<file path="src/verilog/iqc_pkg.sv">
// Shared constants, types and decoders for the I/Q path correction register bank
package iqc_pkg;

  // ----------------------------------------------------------------
  // Register map
  // ----------------------------------------------------------------
  localparam logic [7:0] IQC_OFF_I_COEF0 = 8'h20;
  localparam logic [7:0] IQC_OFF_I_COEF1 = 8'h21;
  localparam logic [7:0] IQC_OFF_I_COEF2 = 8'h22;
  localparam logic [7:0] IQC_OFF_I_COEF3 = 8'h23;
  localparam logic [7:0] IQC_OFF_Q_COEF0 = 8'h24;
  localparam logic [7:0] IQC_OFF_Q_COEF1 = 8'h25;
  localparam logic [7:0] IQC_OFF_Q_COEF2 = 8'h26;
  localparam logic [7:0] IQC_OFF_Q_COEF3 = 8'h27;
  localparam logic [7:0] IQC_OFF_I_PHASE_LOW = 8'h28;
  localparam logic [7:0] IQC_OFF_I_PHASE_HIGH = 8'h29;
  localparam logic [7:0] IQC_OFF_Q_PHASE_LOW = 8'h2A;
  localparam logic [7:0] IQC_OFF_Q_PHASE_HIGH = 8'h2B;
  localparam logic [7:0] IQC_OFF_I_OFFSET_LOW = 8'h2C;
  localparam logic [7:0] IQC_OFF_I_OFFSET_HIGH = 8'h2D;
  localparam logic [7:0] IQC_OFF_Q_OFFSET_LOW = 8'h2E;
  localparam logic [7:0] IQC_OFF_Q_OFFSET_HIGH = 8'h2F;
  localparam logic [3:0] IQC_BLOCK_PAGE = 4'h2;

  // ----------------------------------------------------------------
  // Reset values
  // ----------------------------------------------------------------
  localparam logic [7:0] IQC_RST_I_COEF0 = 8'h00;
  localparam logic [7:0] IQC_RST_I_COEF1 = 8'hC0;
  localparam logic [7:0] IQC_RST_I_COEF2 = 8'hEF;
  localparam logic [7:0] IQC_RST_I_COEF3 = 8'h7F;
  localparam logic [7:0] IQC_RST_Q_COEF0 = 8'h69;
  localparam logic [7:0] IQC_RST_Q_COEF1 = 8'hE6;
  localparam logic [7:0] IQC_RST_Q_COEF2 = 8'h0D;
  localparam logic [7:0] IQC_RST_Q_COEF3 = 8'h00;
  localparam logic [7:0] IQC_RST_ZERO = 8'h00;

  // Only bits 1:0 of the phase high bytes exist
  localparam logic [7:0] IQC_MASK_PHASE_HIGH = 8'h03;
  localparam logic [7:0] IQC_MASK_FULL = 8'hFF;

  // ----------------------------------------------------------------
  // Storage geometry and widths
  // ----------------------------------------------------------------
  localparam int IQC_BANK_BYTES = 16;
  localparam int IQC_STORE_DEPTH = 32;
  localparam int IQC_CHANNELS = 4;
  localparam int IQC_TAPS_W = 29;
  localparam int IQC_PHASE_W = 10;
  localparam int IQC_SMP_W = 16;

  typedef logic [IQC_TAPS_W-1:0] iqc_taps_t;

  function automatic logic [7:0] iqc_reset_of(input logic [3:0] idx);
    logic [7:0] v;
    v = IQC_RST_ZERO;
    case (idx)
      IQC_OFF_I_COEF0[3:0]: v = IQC_RST_I_COEF0;
      IQC_OFF_I_COEF1[3:0]: v = IQC_RST_I_COEF1;
      IQC_OFF_I_COEF2[3:0]: v = IQC_RST_I_COEF2;
      IQC_OFF_I_COEF3[3:0]: v = IQC_RST_I_COEF3;
      IQC_OFF_Q_COEF0[3:0]: v = IQC_RST_Q_COEF0;
      IQC_OFF_Q_COEF1[3:0]: v = IQC_RST_Q_COEF1;
      IQC_OFF_Q_COEF2[3:0]: v = IQC_RST_Q_COEF2;
      IQC_OFF_Q_COEF3[3:0]: v = IQC_RST_Q_COEF3;
      default: v = IQC_RST_ZERO;
    endcase
    return v;
  endfunction

  function automatic logic [7:0] iqc_wmask(input logic [3:0] idx);
    logic [7:0] m;
    m = IQC_MASK_FULL;
    if (idx == IQC_OFF_I_PHASE_HIGH[3:0] || idx == IQC_OFF_Q_PHASE_HIGH[3:0]) begin
      m = IQC_MASK_PHASE_HIGH;
    end
    return m;
  endfunction

  // Packs {fifth, fourth, third, second, first} tap from the four coefficient bytes
  function automatic iqc_taps_t iqc_taps(input logic [7:0] b0, input logic [7:0] b1,
                                         input logic [7:0] b2, input logic [7:0] b3);
    return {b3[6:0], b2[7:5], b2[3:0], b1[7:5], b1[4:0], b0[6:3], b0[2:0]};
  endfunction

endpackage

</file>
<file path="src/verilog/iqc_store_if.sv">
// Carrier between the register front end, the byte store and the correction stage
`timescale 1ns/100ps
`default_nettype none
interface iqc_store_if;
  import iqc_pkg::*;
  logic wr;
  logic [4:0] waddr;
  logic [7:0] wdata;
  logic rd;
  logic rhit;
  logic [4:0] raddr;
  logic [7:0] rdata;
  logic [7:0] img [IQC_STORE_DEPTH];

  modport ctl (output wr, waddr, wdata, rd, rhit, raddr, input rdata, img);
  modport store (input wr, waddr, wdata, rd, rhit, raddr, output rdata, img);
  modport user (input img);
endinterface
`default_nettype wire

</file>
<file path="src/verilog/iqc_byte_store.sv">
// Two banks of sixteen configuration bytes with a registered read port
`timescale 1ns/100ps
`default_nettype none
module iqc_byte_store
  import iqc_pkg::*;
#(
  parameter int DEPTH = IQC_STORE_DEPTH
) (
  input wire logic i_clk,
  input wire logic i_rst,
  iqc_store_if.store st
);

  logic [7:0] mem_r [DEPTH];
  logic [7:0] mem_nxt [DEPTH];
  logic [7:0] rdata_r;
  logic [7:0] rdata_nxt;

  // ----------------------------------------------------------------
  // Next state
  // ----------------------------------------------------------------
  // A read in the same cycle as a write to that byte returns the old value
  always_comb begin
    mem_nxt = mem_r;
    if (st.wr) begin
      mem_nxt[st.waddr] = st.wdata;
    end
    rdata_nxt = rdata_r;
    if (st.rd) begin
      rdata_nxt = st.rhit ? mem_r[st.raddr] : 8'h00;
    end
  end

  always_ff @(posedge i_clk or posedge i_rst) begin
    if (i_rst) begin
      for (int i = 0; i < DEPTH; i++) begin
        mem_r[i] <= iqc_reset_of(4'(i));
      end
      rdata_r <= 8'h00;
    end else begin
      mem_r <= mem_nxt;
      rdata_r <= rdata_nxt;
    end
  end

  assign st.img = mem_r;
  assign st.rdata = rdata_r;

endmodule
`default_nettype wire

</file>
<file path="src/verilog/iqc_corr_apply.sv">
// Per-channel DC offset addition and gated phase word outputs
`timescale 1ns/100ps
`default_nettype none
module iqc_corr_apply
  import iqc_pkg::*;
(
  input wire logic i_clk,
  input wire logic i_rst,
  iqc_store_if.user st,
  input wire logic i_bypass,
  input wire logic [IQC_CHANNELS-1:0][IQC_SMP_W-1:0] i_smp,
  input wire logic i_smp_valid,
  output logic [IQC_CHANNELS-1:0][IQC_SMP_W-1:0] o_smp,
  output logic o_smp_valid,
  output logic [IQC_CHANNELS-1:0][IQC_PHASE_W-1:0] o_phase
);

  logic [IQC_CHANNELS-1:0][IQC_SMP_W-1:0] bias_w;
  logic [IQC_CHANNELS-1:0][IQC_PHASE_W-1:0] phase_w;
  logic [IQC_CHANNELS-1:0][IQC_SMP_W-1:0] smp_r, smp_nxt;
  logic [IQC_CHANNELS-1:0][IQC_PHASE_W-1:0] phase_r, phase_nxt;
  logic valid_r, valid_nxt;

  // ----------------------------------------------------------------
  // Field pick-up: even channels are I paths, odd ones Q paths
  // ----------------------------------------------------------------
  for (genvar c = 0; c < IQC_CHANNELS; c++) begin : g_ch
    localparam int BASE = (c / 2) * IQC_BANK_BYTES;
    localparam int PL = (c % 2 == 1) ? int'(IQC_OFF_Q_PHASE_LOW[3:0]) : int'(IQC_OFF_I_PHASE_LOW[3:0]);
    localparam int PH = (c % 2 == 1) ? int'(IQC_OFF_Q_PHASE_HIGH[3:0]) : int'(IQC_OFF_I_PHASE_HIGH[3:0]);
    localparam int OL = (c % 2 == 1) ? int'(IQC_OFF_Q_OFFSET_LOW[3:0]) : int'(IQC_OFF_I_OFFSET_LOW[3:0]);
    localparam int OH = (c % 2 == 1) ? int'(IQC_OFF_Q_OFFSET_HIGH[3:0]) : int'(IQC_OFF_I_OFFSET_HIGH[3:0]);
    assign phase_w[c] = {st.img[BASE + PH][1:0], st.img[BASE + PL]};
    assign bias_w[c] = {st.img[BASE + OH], st.img[BASE + OL]};
  end

  // ----------------------------------------------------------------
  // Next state
  // ----------------------------------------------------------------
  // Twos complement sum wraps at 16 bits; no saturation, which keeps the path one adder deep
  always_comb begin
    smp_nxt = smp_r;
    valid_nxt = i_smp_valid;
    for (int c = 0; c < IQC_CHANNELS; c++) begin
      if (i_smp_valid) begin
        smp_nxt[c] = IQC_SMP_W'(i_smp[c] + bias_w[c]);
      end
      phase_nxt[c] = i_bypass ? '0 : phase_w[c];
    end
  end

  always_ff @(posedge i_clk or posedge i_rst) begin
    if (i_rst) begin
      smp_r <= '0;
      phase_r <= '0;
      valid_r <= 1'b0;
    end else begin
      smp_r <= smp_nxt;
      phase_r <= phase_nxt;
      valid_r <= valid_nxt;
    end
  end

  assign o_smp = smp_r;
  assign o_phase = phase_r;
  assign o_smp_valid = valid_r;

  // ----------------------------------------------------------------
  // Checks
  // ----------------------------------------------------------------
  chk_i_bias_add: assert property (@(posedge i_clk) disable iff (i_rst)
    i_smp_valid |=> o_smp[0] == IQC_SMP_W'($past(i_smp[0]) + $past(bias_w[0])) && o_smp_valid)
    else $error("I sample did not receive its offset");
  chk_q_bias_add: assert property (@(posedge i_clk) disable iff (i_rst)
    i_smp_valid |=> o_smp[1] == IQC_SMP_W'($past(i_smp[1]) + $past(bias_w[1])))
    else $error("Q sample did not receive its offset");
  chk_bias_signed: assert property (@(posedge i_clk) disable iff (i_rst)
    i_smp_valid && i_smp[2] == '0 && bias_w[2][IQC_SMP_W-1] |=> $signed(o_smp[2]) < 0)
    else $error("Negative offset not applied as negative");
  chk_bypass_phase: assert property (@(posedge i_clk) disable iff (i_rst)
    i_bypass [*2] |=> o_phase == '0 ##1 (o_phase == '0 || !$past(i_bypass)))
    else $error("Phase word leaked while bypassed");
  chk_i_phase_word: assert property (@(posedge i_clk) disable iff (i_rst)
    !i_bypass |=> o_phase[0] == $past(phase_w[0]) && o_phase[2] == $past(phase_w[2]))
    else $error("I phase word not presented");
  chk_q_phase_word: assert property (@(posedge i_clk) disable iff (i_rst)
    !i_bypass |=> o_phase[1] == $past(phase_w[1]) && o_phase[3] == $past(phase_w[3]))
    else $error("Q phase word not presented");

endmodule
`default_nettype wire

</file>
<file path="src/verilog/iqc_regs_top.sv">
// Byte-wide register bank for I/Q path correction of a four channel transmit converter
`timescale 1ns/100ps
`default_nettype none

// What this block does
// First tap, 3 bits, first byte 2:0
// Second tap, 4 bits, first byte 6:3
// Third tap, 5 bits, second byte 4:0
// Fourth tap split across bytes two, three
// Fifth tap split across bytes three, four
// Software writes zero to spare bits
// I writes go to channel one or three
// Q writes go to channel two or four
// Ten-bit I phase word from 0x28/0x29
// Ten-bit Q phase word from 0x2A/0x2B
// Sixteen-bit I offset added to samples
// Sixteen-bit Q offset added to samples
// Phase and offset words are signed
// Bypass set means phase words ignored
module iqc_regs_top
  import iqc_pkg::*;
(
  input wire logic i_clk,
  input wire logic i_rst,
  input wire logic i_wr,
  input wire logic i_rd,
  input wire logic [7:0] i_addr,
  input wire logic [7:0] i_wdata,
  input wire logic i_path_sel,
  input wire logic i_bypass,
  input wire logic [IQC_CHANNELS-1:0][IQC_SMP_W-1:0] i_smp,
  input wire logic i_smp_valid,
  output logic [7:0] o_rdata,
  output logic o_rvalid,
  output logic [IQC_CHANNELS-1:0][IQC_TAPS_W-1:0] o_taps,
  output logic [IQC_CHANNELS-1:0][IQC_PHASE_W-1:0] o_phase,
  output logic [IQC_CHANNELS-1:0][IQC_SMP_W-1:0] o_smp,
  output logic o_smp_valid
);

  iqc_store_if st ();

  logic hit;
  logic rvalid_r, rvalid_nxt;

  // ----------------------------------------------------------------
  // Address decode and bank steering
  // ----------------------------------------------------------------
  // The path-select bit picks the bank: bank 0 feeds channels one/two, bank 1 three/four
  assign hit = (i_addr[7:4] == IQC_BLOCK_PAGE);
  assign st.wr = i_wr && hit;
  assign st.waddr = {i_path_sel, i_addr[3:0]};
  // Spare bits of phase high bytes are dropped; other spare bits keep what software wrote
  assign st.wdata = i_wdata & iqc_wmask(i_addr[3:0]);
  assign st.rd = i_rd;
  assign st.rhit = hit;
  assign st.raddr = {i_path_sel, i_addr[3:0]};

  always_comb begin
    rvalid_nxt = i_rd;
  end

  always_ff @(posedge i_clk or posedge i_rst) begin
    if (i_rst) begin
      rvalid_r <= 1'b0;
    end else begin
      rvalid_r <= rvalid_nxt;
    end
  end

  assign o_rvalid = rvalid_r;
  assign o_rdata = st.rdata;

  // ----------------------------------------------------------------
  // Storage and correction stage
  // ----------------------------------------------------------------
  iqc_byte_store #(
    .DEPTH(IQC_STORE_DEPTH)
  ) u_store (
    .i_clk(i_clk),
    .i_rst(i_rst),
    .st(st.store)
  );

  iqc_corr_apply u_apply (
    .i_clk(i_clk),
    .i_rst(i_rst),
    .st(st.user),
    .i_bypass(i_bypass),
    .i_smp(i_smp),
    .i_smp_valid(i_smp_valid),
    .o_smp(o_smp),
    .o_smp_valid(o_smp_valid),
    .o_phase(o_phase)
  );

  // ----------------------------------------------------------------
  // Tap fields, read straight off the stored bytes
  // ----------------------------------------------------------------
  for (genvar c = 0; c < IQC_CHANNELS; c++) begin : g_taps
    localparam int BASE = (c / 2) * IQC_BANK_BYTES + ((c % 2 == 1) ? int'(IQC_OFF_Q_COEF0[3:0]) : 0);
    assign o_taps[c] = iqc_taps(st.img[BASE], st.img[BASE + 1], st.img[BASE + 2], st.img[BASE + 3]);
  end

  // ----------------------------------------------------------------
  // Checks
  // ----------------------------------------------------------------
  chk_first_byte_taps: assert property (@(posedge i_clk) disable iff (i_rst)
    i_wr && i_addr == IQC_OFF_I_COEF0 && !i_path_sel |=> o_taps[0][6:0] == $past(i_wdata[6:0]))
    else $error("First coefficient byte did not land in taps one and two");
  chk_third_tap: assert property (@(posedge i_clk) disable iff (i_rst)
    i_wr && i_addr == IQC_OFF_I_COEF1 && !i_path_sel |=> o_taps[0][11:7] == $past(i_wdata[4:0]))
    else $error("Third tap not taken from second byte");
  chk_fourth_tap: assert property (@(posedge i_clk) disable iff (i_rst)
    i_wr && i_addr == IQC_OFF_Q_COEF2 && !i_path_sel
    |=> o_taps[1][18:15] == $past(i_wdata[3:0]) && o_taps[1][14:12] == $past(o_taps[1][14:12]))
    else $error("Fourth tap high bits misplaced");
  chk_fifth_tap: assert property (@(posedge i_clk) disable iff (i_rst)
    i_wr && i_addr == IQC_OFF_I_COEF3 && i_path_sel |=> o_taps[2][28:22] == $past(i_wdata[6:0]))
    else $error("Fifth tap high bits misplaced");
  chk_i_bank_route: assert property (@(posedge i_clk) disable iff (i_rst)
    i_wr && i_addr == IQC_OFF_I_COEF0 && i_path_sel
    |=> $stable(o_taps[0]) && o_taps[2][6:0] == $past(i_wdata[6:0]))
    else $error("I write reached the wrong channel");
  chk_q_bank_route: assert property (@(posedge i_clk) disable iff (i_rst)
    i_wr && i_addr == IQC_OFF_Q_COEF0 && !i_path_sel
    |=> $stable(o_taps[3]) && $stable(o_taps[0]) && o_taps[1][6:0] == $past(i_wdata[6:0]))
    else $error("Q write reached the wrong channel");
  chk_read_answer: assert property (@(posedge i_clk) disable iff (i_rst)
    i_rd && !hit |=> o_rvalid && o_rdata == 8'h00)
    else $error("Unmapped read did not return zero");

endmodule
`default_nettype wire

</file>
<file path="config.mk">
export PLATFORM = sky130hd
export DESIGN_NAME = iqc_regs_top
export DESIGN_NICKNAME = d
export VERILOG_FILES = /design/src/verilog/iqc_pkg.sv /design/src/verilog/iqc_store_if.sv /design/src/verilog/iqc_byte_store.sv /design/src/verilog/iqc_corr_apply.sv /design/src/verilog/iqc_regs_top.sv
export SDC_FILE = /design/constraint.sdc
export NUM_CORES = 1
export LEC_CHECK = 0
export CORE_UTILIZATION = 40
export CTS_CLUSTER_SIZE = 8
export DETAILED_ROUTE_END_ITERATION = 7
export DONT_BUFFER_PORTS = 1
export PLACE_DENSITY = 0.59
export SLEW_MARGIN = 20
export SYNTH_ARGS = -nofsm -noshare
export SYNTH_HDL_FRONTEND = slang
export SYNTH_SLANG_ARGS = --single-unit
</file>
<file path="constraint.sdc">
create_clock -name i_clk -period 10.5 [get_ports i_clk]
set_input_delay 0.525 -clock i_clk [delete_from_list [all_inputs] [get_ports i_clk]]
set_output_delay 0.525 -clock i_clk [all_outputs]
set_load 0.02 [all_outputs]
</file>
==> impl_metrics.json <==
{
  "power_density_nw_per_um2": 166,
  "crit_fanout": 3,
  "synthTopCellsByArea": "dfrtp_1 41%, mux2_2 8.7%, dfstp_2 7.6%",
  "placed_cells": 2199,
  "clock_latency_ps": 590,
  "yosysMostFrequentCell": "dfrtp_1",
  "grt_antenna_before_repair": 2,
  "finish.net_count": 1793,
  "power_frac_clock_pct": 46.9,
  "finalClockSkew_ps": 11.1,
  "p_sw_mw": 0.884,
  "dr.pass1.iters": 5,
  "synth_cells": 1788,
  "grt_max_degree": 134,
  "ys_warn_count": 0,
  "synth_edf_count": 0,
  "cts_tree": "yes",
  "p_leak_nw": 9.20,
  "cp-end-kind": "flip-flop",
  "peakVddDrop_uv": 122,
  "cp_data_required_time_ps": 10980,
  "p_int_mw": 2.51,
  "status": "finished clean",
  "p_comb_share_pct": 6.6,
  "drt_iter0_drc": 1032,
  "startpoint_type": "flip-flop",
  "muxShareOfSynthArea_pct": 15.4,
  "cts_made_buffers": 52,
  "hpwlAfterDp_um": 44900,
  "die_x_um": 222,
  "setup_violations": 0,
  "synth_xor_area_share_pct": 1.49,
  "first_global_vias": 13200,
  "place.gp.congestion": 0.918,
  "tns_ps": 0,
  "die-area_sq_um": 49200,
  "avgSynthCellArea_sq_um": 10.8,
  "max_freq_mhz": 348,
  "maxCapViolCount": 0,
  "rows": 80,
  "p_seq_share_pct": 46.5,
  "fin_total_pwr_mw": 3.40,
  "slew_viol_final": 0,
  "synth.distinct_cells": 74,
  "antennaDiodeCount": 0,
  "synth_top_family_by_area": "multiplexers",
  "die_h_um": 222,
  "p_sw_share_pct": 26.0,
  "worst_pin_slew_ps": 1190,
  "overflow": 0,
  "hold_violations": 0,
  "initial_core_util_pct": 40.5,
  "ys_seq_area_share_pct": 48.2,
  "post_drt_wl_per_cell_um": 27.1,
  "io_buffer_count": 0,
  "syn_area_sq_um": 19300,
  "routed_wl_um": 62300,
  "grt_pass1_wl_um": 90900,
  "stdcell_count": 2301,
  "cts.clk_slew.worst_paths_ps": 50,
  "final_layout_size_suffix_gt1_share_pct": 17.4,
  "synth_area_leader_cell": "dfrtp_1",
  "ios": 317,
  "ys_async_sr_fraction_pct": 100,
  "slew_headroom_pct": 20.6,
  "synth_compound_area_share_pct": 11.6,
  "vias": 13200,
  "ys_seq_elements": 370,
  "root_buffer": "clkbuf_16",
  "cts_htree_levels": 2,
  "cts_sinks": 370,
  "synth_simple_gate_area_share_pct": 11.9,
  "clk_path_buf_depth": 3,
  "arrival_ps": 3350,
  "worstSetupPathType": "flip-flop to flip-flop",
  "fin_crit_ps": 2870,
  "syn-num-nets": 1939,
  "drcViolationCount": 0,
  "fin_crit_sh_pct": 27.4,
  "hold_class": "primary input to flip-flop",
  "synth_top_area_share_pct": 40.6,
  "core_sq_um": 47700,
  "synthAdderAreaFrac_pct": 4.30,
  "grt_usage_pct": 25.1,
  "syn_to_final_growth_pct": 5.82,
  "vias_per_cell": 5.75,
  "ys_top_cells_by_count": "314 x dfrtp_1, 182 x nand2_1, 151 x o21ai_0",
  "ant_nets": 0,
  "synth_ff_type": "dfrtp_1",
  "grt_setup_unrepaired": "false"
}
==> per-layer routing <==
layer,share of wire (%),vias to the layer above,wire length (um),global-route usage (%)
li1,-,6002,-,-
met1,43,6685,26600,33.2
met2,47,458,29400,40.4
met3,7.6,87,4760,7.14
met4,2.4,0,1500,6.77
met5,0,-,0,0
==> power groups by stage <==
| stage | combinational [mW] | sequential, mW | clock (mW) |
|---|---|---|---|
| final | 0.226 | 1.58 | 1.59 |
| after global routing | 0.248 | 1.58 | 1.69 |
| after detailed placement | 0.220 | 1.60 | 0 |
| after CTS | 0.226 | 1.58 | 1.63 |
| after floorplan | 0.219 | 1.56 | 0 |
| after global placement | 0.215 | 1.60 | 0 |
==> placed cells by master, fill, tap and decap left out, drive strengths merged, types with 6 or more instances in the layout <==
cell type  instances
a21o              19
xnor2             28
mux2             149
o22ai             65
o211ai             6
o21bai            10
nor3b              6
nand3             27
nand4             14
inv               25
clkbuf            95
nand2            182
a21oi             43
o21ai            153
nor3              15
and3               9
dfrtp            314
buf                7
ha                60
mux2i            130
nor2              47
dfstp             56
nand4b             6
o21a               9
nor2b             74
and2               8
a211oi            21
nand2b             9
nor4              21
==> path summary, 6_finish.rpt <==
path                                      from  depth (start not counted)             endpoint  slack, ps
max                        u_store.st.img[136]                          8    u_apply.o_smp[30]       7630
min                                       i_rd                          1  u_store.st.rdata[1]         40
max reg2reg                u_store.st.img[136]                          8    u_apply.o_smp[30]       7630
min reg2reg                u_store.st.img[108]                          2  u_store.st.img[108]        480
max in group asynchronous                i_rst                          4  u_store.st.img[152]       7830
min in group asynchronous                i_rst                          2  u_store.st.rdata[5]        500
==> worst max-delay path: stages (launching register included) <==
cell	delay [ps]
dfrtp_1	420
ha_1	240
fa_1	440
a211o_1	390
a2111oi_4	410
nor3_1	110
o211a_1	240
or3_1	300
a31o_1	220
==> registers in the layout (all words and copies together), names as in the netlist <==
name                 count
u_apply.o_phase         40
u_store.st.rdata         8
u_apply.o_smp_valid      1
u_store.st.img         256
u_apply.o_smp           64
o_rvalid                 1
==> final cells by class <==
type / instances / area (sq um)
fillers: 4522 / 27300
flip-flops and latches: 370 / 9330
clock buffers: 95 / 1480
inverters: 24 / 93.8
clock inverters: 3 / 45.0
well taps: 615 / 769
repair buffers: 10 / 95.1
multi-input cells: 1184 / 8650
==> what timing repair did <==
item / CTS / global route
endpoints found under the hold margin: 62 / 0
setup buffers: 0 / 0
hold buffers: 4 / 0
resized for setup: 0 / 0
==> cells by family after synthesis <==
group                      Yosys count
DFF                                370
and+or+nand+nor                    443
buffers and inverters              234
xor gates and xnor gates            33
adders and majority gates           64
AOI/OAI and AO/OA                  365
muxes                              279
==> through the flow <==
| stage | util (%) | hold WS (ps) | setup WS [ps] | area (sq um) |
|---|---|---|---|---|
| floorplan | - | 449 | 5050 | 19300 |
| detailed placement | 39.6 | 470 | 7550 | 18900 |
| finish | 42.9 | 37.4 | 7630 | 20500 |
| global placement | 39.6 | 461 | 7580 | 18900 |
| CTS | 42.9 | 3.98 | 7630 | 20500 |
| global route | 42.9 | 23.2 | 7490 | 20500 |
Note: power is estimated with default switching activity, not from simulation.
